`src/rtl/bit_ops_pkg.sv`:
```
// Package for the bit test and bit set execute block
package bit_ops_pkg;
	localparam logic [1:0]  GROUP_BIT_OPS  = 2'h1;
	localparam logic [1:0]  SUB_SET_BIT    = 2'h1;
	localparam logic [1:0]  SUB_SKIP_LOW   = 2'h2;
	localparam logic [1:0]  SUB_SKIP_HIGH  = 2'h3;
	localparam int          ADDR_LSB       = 0;
	localparam int          BIT_LSB        = 7;
	localparam int          SUB_LSB        = 10;
	localparam int          GROUP_LSB      = 12;
	localparam logic        SKIP_RESET     = 1'h0;
	localparam int          SKIP_CYCLES    = 2;

	typedef struct packed {
		logic [1:0] group;
		logic [1:0] sub;
		logic [2:0] bit_pos;
		logic [6:0] addr;
	} opcode_s;

	typedef struct packed {
		logic       write_en;
		logic [6:0] addr;
		logic [7:0] data;
	} file_write_s;

	typedef enum logic [1:0] {
		ST_RUN  = 2'b01,
		ST_FLUSH = 2'b10
	} exec_state_e;
endpackage

```
`src/rtl/bit_test_set_execute.sv`:
```
// Decode and execute of the bit test skip and bit set instructions
// How it works
// - Skip-if-low pattern skips the next instruction when the selected bit is zero
// - A taken skip discards the fetched word and runs a no-operation: two cycles
// - Skip-if-high pattern skips the next instruction when the selected bit is one
// - Bit-set forces the selected bit to one in one cycle; no status change
// - Address is opcode bits 6:0, bit position bits 9:7
`timescale 1ns/1ps
module bit_test_set_execute (
	input  wire logic                      clock_in,
	input  wire logic                      reset_in,
	input  wire logic                      instr_valid_in,
	input  wire logic [13:0]               instr_in,
	input  wire logic [7:0]                file_read_data_in,
	output logic      [6:0]                file_read_addr_out,
	output bit_ops_pkg::file_write_s       file_write_out,
	output logic                           skip_next_out,
	output logic                           no_operation_out,
	output logic                           status_write_out,
	output logic                           decode_hit_out
);
	bit_ops_pkg::opcode_s     op;
	bit_ops_pkg::exec_state_e state_q;
	bit_ops_pkg::exec_state_e state_d;
	logic                     is_group;
	logic                     skip_when_bit_low;
	logic                     skip_when_bit_high;
	logic                     set_selected_bit;
	logic                     sel_bit;
	logic                     take_skip;
	logic                     active;
	logic [7:0]               bit_mask;

	assign op = bit_ops_pkg::opcode_s'(instr_in);
	// Fetched word in flush cycle is ignored and never decoded
	assign active = instr_valid_in && (state_q == bit_ops_pkg::ST_RUN);
	assign is_group = (op.group == bit_ops_pkg::GROUP_BIT_OPS);
	assign skip_when_bit_low  = active && is_group && (op.sub == bit_ops_pkg::SUB_SKIP_LOW);
	assign skip_when_bit_high = active && is_group && (op.sub == bit_ops_pkg::SUB_SKIP_HIGH);
	assign set_selected_bit   = active && is_group && (op.sub == bit_ops_pkg::SUB_SET_BIT);
	assign decode_hit_out = skip_when_bit_low || skip_when_bit_high || set_selected_bit;

	assign file_read_addr_out = op.addr;
	assign bit_mask = 8'h01 << op.bit_pos;
	assign sel_bit = |(file_read_data_in & bit_mask);

	assign take_skip = (skip_when_bit_low && !sel_bit)
		|| (skip_when_bit_high && sel_bit);
	assign skip_next_out = take_skip;
	// Skip and set never touch flags
	assign status_write_out = 1'b0;

	always_comb begin
		state_d = state_q;
		unique case (state_q)
			bit_ops_pkg::ST_RUN: begin
				if (take_skip) begin
					state_d = bit_ops_pkg::ST_FLUSH;
				end
			end
			bit_ops_pkg::ST_FLUSH: begin
				state_d = bit_ops_pkg::ST_RUN;
			end
			default: begin
				state_d = bit_ops_pkg::ST_RUN;
			end
		endcase
	end

	always_ff @(posedge clock_in) begin
		if (reset_in) begin
			state_q <= bit_ops_pkg::ST_RUN;
		end else begin
			state_q <= state_d;
		end
	end

	assign no_operation_out = (state_q == bit_ops_pkg::ST_FLUSH);

	// Write port registered: data outputs come from flops
	always_ff @(posedge clock_in) begin
		if (reset_in) begin
			file_write_out <= '0;
		end else begin
			file_write_out.write_en <= set_selected_bit;
			file_write_out.addr     <= op.addr;
			file_write_out.data     <= file_read_data_in | bit_mask;
		end
	end

	property p_skip_low;
		@(posedge clock_in) disable iff (reset_in)
		(skip_when_bit_low && !sel_bit) |=> no_operation_out;
	endproperty
	a_skip_low: assert property (p_skip_low) else $error("low skip not taken");

	property p_skip_high;
		@(posedge clock_in) disable iff (reset_in)
		(skip_when_bit_high && sel_bit) |=> no_operation_out;
	endproperty
	a_skip_high: assert property (p_skip_high) else $error("high skip not taken");

	property p_no_skip;
		@(posedge clock_in) disable iff (reset_in)
		((skip_when_bit_low && sel_bit) || (skip_when_bit_high && !sel_bit))
		|=> !no_operation_out;
	endproperty
	a_no_skip: assert property (p_no_skip) else $error("skip taken wrongly");

	property p_flush_one;
		@(posedge clock_in) disable iff (reset_in)
		no_operation_out |=> !no_operation_out;
	endproperty
	a_flush_one: assert property (p_flush_one) else $error("flush longer than one");

	property p_flush_nodecode;
		@(posedge clock_in) disable iff (reset_in)
		no_operation_out |-> !decode_hit_out;
	endproperty
	a_flush_nodecode: assert property (p_flush_nodecode) else $error("flushed word ran");

	property p_set_write;
		@(posedge clock_in) disable iff (reset_in)
		set_selected_bit |=> (file_write_out.write_en
			&& file_write_out.addr == $past(instr_in[6:0])
			&& file_write_out.data[$past(instr_in[9:7])]);
	endproperty
	a_set_write: assert property (p_set_write) else $error("bit set write wrong");

	property p_set_keep;
		@(posedge clock_in) disable iff (reset_in)
		set_selected_bit |=> ((file_write_out.data & ~$past(bit_mask))
			== ($past(file_read_data_in) & ~$past(bit_mask)));
	endproperty
	a_set_keep: assert property (p_set_keep) else $error("other bits changed");

	property p_no_status;
		@(posedge clock_in) disable iff (reset_in)
		decode_hit_out |-> !status_write_out;
	endproperty
	a_no_status: assert property (p_no_status) else $error("status touched");

	property p_write_only_set;
		@(posedge clock_in) disable iff (reset_in)
		file_write_out.write_en |-> $past(set_selected_bit);
	endproperty
	a_write_only_set: assert property (p_write_only_set) else $error("spurious write");

	// Bit value taken straight from the read port, independent of the mask path
	property p_low_source;
		@(posedge clock_in) disable iff (reset_in)
		skip_when_bit_low |-> (take_skip == !file_read_data_in[instr_in[9:7]]);
	endproperty
	a_low_source: assert property (p_low_source) else $error("low test wrong bit");

	property p_high_source;
		@(posedge clock_in) disable iff (reset_in)
		skip_when_bit_high |-> (take_skip == file_read_data_in[instr_in[9:7]]);
	endproperty
	a_high_source: assert property (p_high_source) else $error("high test wrong bit");

	// A taken skip costs exactly one extra cycle, then execution resumes
	property p_flush_len;
		@(posedge clock_in) disable iff (reset_in)
		take_skip |=> no_operation_out ##1 !no_operation_out;
	endproperty
	a_flush_len: assert property (p_flush_len) else $error("skip not two cycles");

	// A discarded set word must never reach the register file
	property p_flush_no_write;
		@(posedge clock_in) disable iff (reset_in)
		no_operation_out |=> !file_write_out.write_en;
	endproperty
	a_flush_no_write: assert property (p_flush_no_write) else $error("flushed word wrote");

	property p_flush_no_skip;
		@(posedge clock_in) disable iff (reset_in)
		no_operation_out |-> !skip_next_out;
	endproperty
	a_flush_no_skip: assert property (p_flush_no_skip) else $error("flushed word skipped");

	property p_set_no_skip;
		@(posedge clock_in) disable iff (reset_in)
		set_selected_bit |-> !skip_next_out;
	endproperty
	a_set_no_skip: assert property (p_set_no_skip) else $error("bit set skipped");

	property p_idle_quiet;
		@(posedge clock_in) disable iff (reset_in)
		!instr_valid_in |-> (!decode_hit_out && !skip_next_out);
	endproperty
	a_idle_quiet: assert property (p_idle_quiet) else $error("decode without valid");

	property p_set_addr;
		@(posedge clock_in) disable iff (reset_in)
		set_selected_bit |-> (file_read_addr_out == instr_in[6:0]);
	endproperty
	a_set_addr: assert property (p_set_addr) else $error("read address wrong");

	// Write goes back to the register that was read, not a later one
	property p_write_addr;
		@(posedge clock_in) disable iff (reset_in)
		file_write_out.write_en |-> (file_write_out.addr == $past(file_read_addr_out));
	endproperty
	a_write_addr: assert property (p_write_addr) else $error("write address wrong");

	property p_mask_one_hot;
		@(posedge clock_in) disable iff (reset_in)
		decode_hit_out |-> $onehot(bit_mask);
	endproperty
	a_mask_one_hot: assert property (p_mask_one_hot) else $error("bit mask not one-hot");

	property p_skip_hit;
		@(posedge clock_in) disable iff (reset_in)
		take_skip |-> decode_hit_out;
	endproperty
	a_skip_hit: assert property (p_skip_hit) else $error("skip without decode");

	c_skip_low: cover property (@(posedge clock_in) skip_when_bit_low && !sel_bit);
	c_skip_high: cover property (@(posedge clock_in) skip_when_bit_high && sel_bit);
	c_set: cover property (@(posedge clock_in) set_selected_bit);
	c_back: cover property (@(posedge clock_in) take_skip ##2 take_skip);
	c_discard: cover property (@(posedge clock_in) no_operation_out && instr_valid_in);
endmodule
```
`config.mk`:
```
export PLATFORM = sky130hd
export DESIGN_NAME = bit_test_set_execute
export DESIGN_NICKNAME = d
export VERILOG_FILES = /design/src/rtl/bit_ops_pkg.sv /design/src/rtl/bit_test_set_execute.sv
export SDC_FILE = /design/constraint.sdc
export NUM_CORES = 1
export LEC_CHECK = 0
export BUFFER_PORTS_ARGS = -buffer_cell sky130_fd_sc_hd__buf_2
export CELL_PAD_IN_SITES_DETAIL_PLACEMENT = 0
export CELL_PAD_IN_SITES_GLOBAL_PLACEMENT = 1
export CORE_MARGIN = 5
export CORE_UTILIZATION = 28
export DETAILED_ROUTE_END_ITERATION = 7
export PLACE_DENSITY_LB_ADDON = 0.1
export SYNTH_ARGS = -nofsm -noshare
export SYNTH_HDL_FRONTEND = slang
export SYNTH_SLANG_ARGS = --single-unit
```
`constraint.sdc`:
```
create_clock -name clock_in -period 1.7 [get_ports clock_in]
set_input_delay 0.255 -clock clock_in [delete_from_list [all_inputs] [get_ports clock_in]]
set_output_delay 0.255 -clock clock_in [all_outputs]
set_load 0.01 [all_outputs]
```
==> impl_metrics.py, run 1 <==
metrics = {
    "status": {
        "status": "complete, no violations",
    },
    "logic_synthesis": {
        "postSynthCellCount": 74,
        "async_reset_ff_frac": 0,
        "synth_top_family_by_area": "simple AND/OR/NAND/NOR gates",
        "netlist.area_leader.share": 0.477,
        "synthSimpleGateAreaFrac": 0.215,
        "synth_commonest_cells": "dfxtp_1 (18), nor2_1 (11), buf_4 (8), nor2b_1 (8), a31oi_1 (6)",
        "synth_nets": 99,
        "synth_warnings": 0,
        "synthFlopType": "dfxtp_1",
        "synth_edf_count": 0,
        "synthAdderAreaFrac": 0,
        "yosys.cell_count.top_type": "dfxtp_1",
        "synth_xor_area_frac": 0,
        "synth_area_leader_cell": "dfxtp_1",
        "avgSynthCellArea_um2": 10.2,
        "netlist_area_um2": 756,
        "yosysUniqueCellTypes": 19,
        "synth-seq-area-share": 0.477,
        "synthMuxAreaShare": 0.126,
        "ys_ff_latch": 18,
        "synth-compound-area-share": 0.0629,
        "synthTopCellsByArea": "dfxtp_1 (48%), buf_4 (7.9%), nor2b_1 (6.6%), mux4_2 (6.0%), nor2_1 (5.5%)",
    },
    "floorplan": {
        "start_util": 0.300,
        "fp.dieW_um": 62.0,
        "chipHeight_um": 62.0,
        "core_area_um2": 2520,
        "die_area_um2": 3840,
        "boundaryPins": 52,
        "row_count": 18,
    },
    "sta": {
        "finalSetupViolations": 0,
        "final.setup_skew_ps": 0.0518,
        "fin_setup_tns_ps": 0,
        "hold_slack_ps": 187,
        "timing.final.crit_share": 0.971,
        "maxSlewViolCount": 0,
        "rsz0062_at_grt": "true",
        "fin_ws_ps": 48.5,
        "fin_crit_ps": 1650,
        "hold_violations": 0,
        "fmax_mhz": 606,
    },
    "critical_path": {
        "cp-start-kind": "input port",
        "cp_slowest_stage_delay_ps": 480,
        "crit_slowest_cell": "mux4_2",
        "arrival_ps": 1400,
        "reg2reg_slack_ps": 500,
        "worst-path-max-fanout": 5,
        "cp_num_cells": 5,
        "path_buf_inv": 2,
        "worstReg2RegEnd": "state_q[0]",
        "critPathRequiredTime_ps": 1440,
        "cp-end-kind": "primary output",
        "crit_chain": "buf_8 -> mux4_2 -> mux2_4 -> mux2i_1 -> buf_2",
        "r2r_cells": 3,
        "r2r_start": "state_q[1]",
        "critical_path_class": "in -> out",
        "critPathTopFamily": "multiplexers",
    },
    "power": {
        "power_density_nw_per_um2": 828,
        "total_power_mw": 0.859,
        "ir_drop_mv": 0.450,
        "p_leak_nw": 0.526,
    },
    "global_route": {
        "grt_pass1_vias": 629,
        "overflow": 0,
        "antenna_found_initial": 0,
        "grt_max_degree": 19,
        "grt_use_total": 0.0915,
        "grt_pass1_wl_mm": 2.54,
    },
    "clocking": {
        "tritoncts": "yes",
        "clockRootBuffer": "clkbuf_4",
        "hold_buffers": 0,
        "clk_latency_ps": 280,
        "path_clk_slew_ps": 100,
        "cts_made_buffers": 3,
        "htreeDepth": 1,
        "cts_buffer_depth": 2,
        "cts_sinks": 18,
    },
    "placed_design": {
        "gp_congestion": 0.698,
        "place_ws_ps": -76.2,
        "place_hpwl_mm": 1.39,
        "io_buffers": 50,
    },
    "detailed_routing": {
        "drt_pre_antenna_iters": 4,
        "num_vias": 686,
        "remaining_drc_errors": 0,
        "ant_nets": 0,
        "via_per_inst": 4.54,
        "routedWlPerCell_um": 11.1,
        "drt_iter0_drc": 8,
        "routed_wl_mm": 1.68,
    },
    "hold_path": {
        "min_path_cells": 2,
        "min_from": "instr_in[0]",
        "hold_class": "in -> reg",
        "hold_path_end": "file_write_out[8]",
    },
    "final_layout": {
        "drive_above_1_share": 0.512,
        "diodes": 0,
        "finalNetCount": 147,
        "fill_cells": 273,
        "multi_input_area_um2": 309,
        "syn_to_final_growth_pct": 37.3,
        "regArea_um2": 360,
    },
    "flow_run": {
        "maxCapViolCount": 0,
    },
}
==> cell families after synthesis <==
family / count (synthesis)
DFF: 18
and+or+nand+nor: 28
buffers and inverters: 13
muxes: 6
AOI/OAI and AO/OA: 8
other: 1
==> layer usage <==
metal / vias up / wire length (um) / global-route usage
met1: 306 / 667 / 0.106
met3: 2 / 173 / 0.0124
met4: 0 / 27 / 0.0727
li1: 344 / - / -
met5: - / 0 / 0
met2: 34 / 806 / 0.149
==> power by group <==
part / total, mW / switching [mW] / internal, mW / leakage, nW
sequential: 0.447 / 0.00428 / 0.443 / 0.149
combinational: 0.158 / 0.0765 / 0.0810 / 0.355
clock: 0.254 / 0.124 / 0.130 / 0.0210
==> registers in the layout, indices dropped and copies added, names as in the netlist <==
register and flops:
file_write_out 16, state_q 2
==> metrics by stage <==
step                      utilization  area (um2)  cells
after floorplan                     -         756     74
after global placement          0.387         976    145
after detailed placement        0.387         976    145
after CTS                       0.407        1030    150
after global routing            0.411        1040    151
final                           0.411        1040    151
==> how the worst max path moves through the flow <==
| stage | startpoint | endpoint | slack, ps |
|---|---|---|---|
| finish | instr_in[9] | skip_next_out | 50 |
| global route | instr_in[9] | skip_next_out | -10 |
| CTS | instr_in[9] | skip_next_out | 20 |
| detailed placement | instr_in[9] | skip_next_out | -80 |
| global placement | instr_in[9] | skip_next_out | -90 |
| floorplan | instr_in[9] | skip_next_out | 60 |
==> area by class of cell <==
type	instances	area share
well taps	30	0.0362
multi-input cells	43	0.298
inverters	3	0.0109
clock buffers	4	0.0350
repair buffers	53	0.273
flip-flops and latches	18	0.347
==> cell usage in the layout (no fill, tap or decap) <==
master and count:
nand2_1 1, buf_2 49, clkbuf_4 3, nor4b_1 2
nor4bb_1 1, inv_1 3, mux2i_1 2, nor2b_1 8
mux2_4 2, conb_1 1, buf_8 1, clkbuf_8 1
and4bb_2 1, nand4_1 3, a31oi_1 6, buf_4 3
nor2_1 11, a21oi_1 2, nand4b_1 1, mux4_2 2
dfxtp_1 18
==> timing repair <==
item	CTS	global route
buffers inserted	1	1
gates resized for setup	2	1
setup endpoints to repair	1	1
Note: power is estimated with default switching activity, not from simulation.
==> run 2, diff against run 1 <==
- CORE_MARGIN: 5 -> unset
- CORE_UTILIZATION: 28 -> 30
- clock period: 1.7 -> 2 ns (I/O delays scaled with it)
==> run 2 against run 1 <==
  * Setup slack gained 64 ps
  * Final cell count is 3.3% lower
  * Critical path depth is the same
  * Global-route usage up 3.0 points
  * Sequential power decreased by 15%
  * Via count did not move
  * Largest power group unchanged
  * Clock-buffer cell count is the same
==> impl_metrics.py, run 2 (same netlist as run 1, synthesis figures left out) <==
metrics = {
    "status": {
        "status": "complete, no violations",
    },
    "sta": {
        "fin_setup_tns_ps": 0,
        "maxSlewViolCount": 0,
        "finalSetupViolations": 0,
        "hold_slack_ps": 234,
        "fin_crit_ps": 1890,
        "fmax_mhz": 530,
        "hold_violations": 0,
        "timing.final.crit_share": 0.944,
        "rsz0062_at_grt": "false",
        "final.setup_skew_ps": 0.180,
    },
    "final_layout": {
        "regMostFlops": "file_write_out",
        "drive_above_1_share": 0.500,
        "largest_reg_flops": 16,
        "reg.largest.list": "file_write_out x16, state_q x2",
        "final_cell_area_um2": 1000,
        "diodes": 0,
        "mostFrequentLayoutCell": "buf_2",
        "final_cell_count_no_fill": 146,
        "fin_util": 0.436,
        "mostFrequentLayoutCells": "buf_2 (50), dfxtp_1 (18), nor2_1 (11)",
        "fill_cells": 242,
        "syn_to_final_growth_pct": 32.6,
        "finalNetCount": 144,
    },
    "clocking": {
        "path_clk_slew_ps": 100,
        "htreeDepth": 1,
        "clk_latency_ps": 280,
        "clockRootBuffer": "clkbuf_4",
        "tritoncts": "yes",
        "cts_resized": 0,
        "post_cts_buffers": 0,
        "cts_sinks": 18,
        "cts_buffer_depth": 2,
        "cts_made_buffers": 3,
        "hold_buffers": 0,
    },
    "detailed_routing": {
        "via_per_inst": 4.70,
        "drt_iter0_drc": 18,
        "ant_nets": 0,
        "remaining_drc_errors": 0,
        "drt_pre_antenna_iters": 4,
        "routedWlPerCell_um": 10.8,
        "routed_wl_mm": 1.57,
        "num_vias": 686,
    },
    "global_route": {
        "grt_pass1_wl_mm": 2.41,
        "grt_max_degree": 19,
        "overflow": 0,
        "grt_pass1_vias": 602,
        "grt_use_total": 0.122,
        "antenna_found_initial": 0,
    },
    "critical_path": {
        "cp-start-kind": "input port",
        "cp-end-kind": "primary output",
        "arrival_ps": 1590,
        "critical_path_class": "in -> out",
        "worst-path-max-fanout": 8,
        "critPathRequiredTime_ps": 1700,
    },
    "power": {
        "p_leak_nw": 0.508,
        "power_density_nw_per_um2": 721,
        "ir_drop_mv": 0.334,
    },
    "floorplan": {
        "start_util": 0.329,
        "boundaryPins": 52,
        "chipHeight_um": 52.2,
        "die_area_um2": 2720,
        "row_count": 17,
        "core_area_um2": 2300,
        "fp.dieW_um": 52.2,
    },
    "placed_design": {
        "io_buffers": 50,
        "gp_congestion": 0.767,
        "dpl-instance-area_um2": 966,
        "place_hpwl_mm": 1.22,
        "placed_cells": 142,
    },
    "flow_run": {
        "maxCapViolCount": 0,
    },
    "hold_path": {
        "hold_class": "in -> reg",
    },
}
==> run 2: changes by cell type in the layout (fill, tap and decap cells not counted), sizes merged <==
cell and change:
buf -3
==> run 2: cell type report <==
| type | instances | area, um2 | area share |
|---|---|---|---|
| sequential | 18 | 360 | 0.360 |
| multi-input combinational | 43 | 309 | 0.308 |
| timing repair buffer | 50 | 250 | 0.250 |
| clock buffer | 4 | 36.3 | 0.0362 |
| tap | 28 | 35.0 | 0.0350 |
| inverter | 3 | 11.3 | 0.0112 |
==> run 2: through the flow <==
step / setup slack (ps) / total power, mW
finish: 113 / 0.723
global route: 73.8 / 0.765
CTS: 114 / 0.737
detailed placement: 114 / 0.515
global placement: 124 / 0.514
floorplan: 271 / 0.464
==> run 2: power breakdown <==
group	switching (mW)	internal, mW
registers	0.00403	0.377
clock network	0.106	0.111
logic	0.0641	0.0613
total	0.175	0.548
==> run 2: worst paths after layout <==
check	startpoint	end	slack (ps)	cells past startpoint
worst max register to register	state_q[1]	state_q[0]	790	3
worst max-delay path	instr_in[9]	skip_next_out	110	5
worst min register to register	state_q[1]	state_q[1]	650	3
worst min-delay path	instr_in[4]	file_write_out[12]	230	2
==> run 2: layer usage <==
layer  vias up  global-route usage  share of wire
met1       311               0.154           0.46
met2        36               0.192           0.43
met5         -                   0              0
met4         0              0.0658         0.0076
met3         2              0.0261           0.10
li1        337                   -              -
==> run 2: worst max-delay path: stages <==
cell	delay (ps)
buf_2	170
mux4_2	510
mux2_4	310
mux2i_1	150
buf_2	150
==> run 3, diff against run 2 <==
- CTS_BUF_LIST: unset -> sky130_fd_sc_hd__clkbuf_4 sky130_fd_sc_hd__clkbuf_8 sky130_fd_sc_hd__clkbuf_16
- REMOVE_ABC_BUFFERS: unset -> 1
==> run 3 against run 2 <==
  * Critical path type unchanged
  * Total power rose by 0.45%
  * Setup slack improved by 2.1 ps
  * Final area did not move
  * Clock power rose by 2%
  * Die area did not move
  * Combinational power barely moved
  * Highest routed layer unchanged
  * Sequential power barely moved
  * Utilization did not move
  * Final cell count did not move
  * Via count fell by 2.9%
==> impl_metrics.py, run 3 (same netlist as run 1, synthesis figures left out) <==
metrics = {
    "status": {
        "status": "complete, no violations",
    },
    "placed_design": {
        "place_hpwl_mm": 1.17,
        "gp_congestion": 0.690,
        "io_buffers": 50,
        "placed_cells": 142,
    },
    "final_layout": {
        "diodes": 0,
        "syn_to_final_growth_pct": 32.6,
        "mostFrequentLayoutCell": "buf_2",
        "final_cell_count_no_fill": 146,
        "largest_reg_flops": 16,
        "regMostFlops": "file_write_out",
        "mostFrequentLayoutCells": "buf_2 (50), dfxtp_1 (18), nor2_1 (11)",
        "finalNetCount": 144,
        "drive_above_1_share": 0.500,
        "reg.largest.list": "file_write_out x16, state_q x2",
        "fin_util": 0.436,
    },
    "detailed_routing": {
        "via_per_inst": 4.56,
        "ant_nets": 0,
        "remaining_drc_errors": 0,
        "drt_iter0_drc": 6,
        "routed_wl_mm": 1.52,
        "routedWlPerCell_um": 10.4,
        "num_vias": 666,
        "drt_pre_antenna_iters": 4,
    },
    "critical_path": {
        "crit_slowest_cell": "mux4_2",
        "cp-start-kind": "input port",
        "arrival_ps": 1590,
        "cp-end-kind": "primary output",
        "critPathRequiredTime_ps": 1700,
        "cp_slowest_stage_delay_ps": 510,
        "worst-path-max-fanout": 8,
        "crit_chain": "buf_2 -> mux4_2 -> mux2_4 -> mux2i_1 -> buf_2",
        "cp_common_cell": "buf_2",
        "critical_path_class": "in -> out",
    },
    "sta": {
        "fin_crit_ps": 1890,
        "hold_slack_ps": 228,
        "rsz0062_at_grt": "false",
        "maxSlewViolCount": 0,
        "fin_setup_tns_ps": 0,
        "final.setup_skew_ps": 0.451,
        "timing.final.crit_share": 0.943,
        "fmax_mhz": 530,
        "hold_violations": 0,
        "finalSetupViolations": 0,
    },
    "clocking": {
        "hold_buffers": 0,
        "clockRootBuffer": "clkbuf_4",
        "tritoncts": "yes",
        "cts_resized": 0,
        "post_cts_buffers": 0,
        "cts_buffer_depth": 2,
        "path_clk_slew_ps": 100,
        "cts_made_buffers": 3,
        "clk_latency_ps": 290,
        "htreeDepth": 1,
        "cts_sinks": 18,
    },
    "global_route": {
        "overflow": 0,
        "antenna_found_initial": 0,
        "grt_use_total": 0.116,
        "grt_max_degree": 19,
        "grt_pass1_vias": 533,
        "grt_pass1_wl_mm": 2.24,
    },
    "floorplan": {
        "die_area_um2": 2720,
        "row_count": 17,
        "boundaryPins": 52,
        "chipHeight_um": 52.2,
        "core_area_um2": 2300,
        "fp.dieW_um": 52.2,
        "start_util": 0.329,
    },
    "power": {
        "ir_drop_mv": 0.387,
        "power_density_nw_per_um2": 725,
        "p_leak_nw": 0.508,
    },
    "flow_run": {
        "maxCapViolCount": 0,
    },
    "hold_path": {
        "hold_class": "in -> reg",
    },
}
run 3: cell counts in the layout (fill, tap and decap cells not counted):
Identical to the previous run, type by type.
run 3: final timing paths:
| kind | from | end | slack (ps) | cells after the start |
|---|---|---|---|---|
| setup / recovery | instr_in[9] | skip_next_out | 110 | 5 |
| hold / removal | instr_in[0] | file_write_out[8] | 230 | 2 |
| setup reg to reg | state_q[1] | state_q[0] | 800 | 3 |
| hold reg to reg | state_q[1] | state_q[1] | 660 | 3 |
run 3: final cells by class:
class	count	area, um2
tap	28	35.0
inverter	3	11.3
sequential	18	360
fill	243	1290
clock buffer	4	36.3
timing repair buffer	50	250
multi-input combinational	43	309
run 3: layer usage:
layer	vias up	track usage	wire (um)
li1	336	-	-
met1	300	0.148	672
met2	28	0.171	697
met3	2	0.0348	139
met4	0	0.0658	14
met5	-	0	0
run 3: worst max-delay path: cells and delay by family:
family,cells,cell delay (ps)
mux,3,960
buf+inv,2,320
run 3: report_power, final:
| part | switching (mW) | internal [mW] | total, mW |
|---|---|---|---|
| clock network | 0.111 | 0.111 | 0.222 |
| registers | 0.00372 | 0.377 | 0.380 |
| logic | 0.0629 | 0.0612 | 0.124 |
run 3: per-stage QoR:
step                setup WS, ps  total power [mW]  cell area, um2
finish                       115             0.726            1000
global route                46.3             0.771            1000
CTS                         93.6             0.738            1000
detailed placement          97.0             0.514             966
global placement             116             0.513             966
floorplan                    392             0.442             681
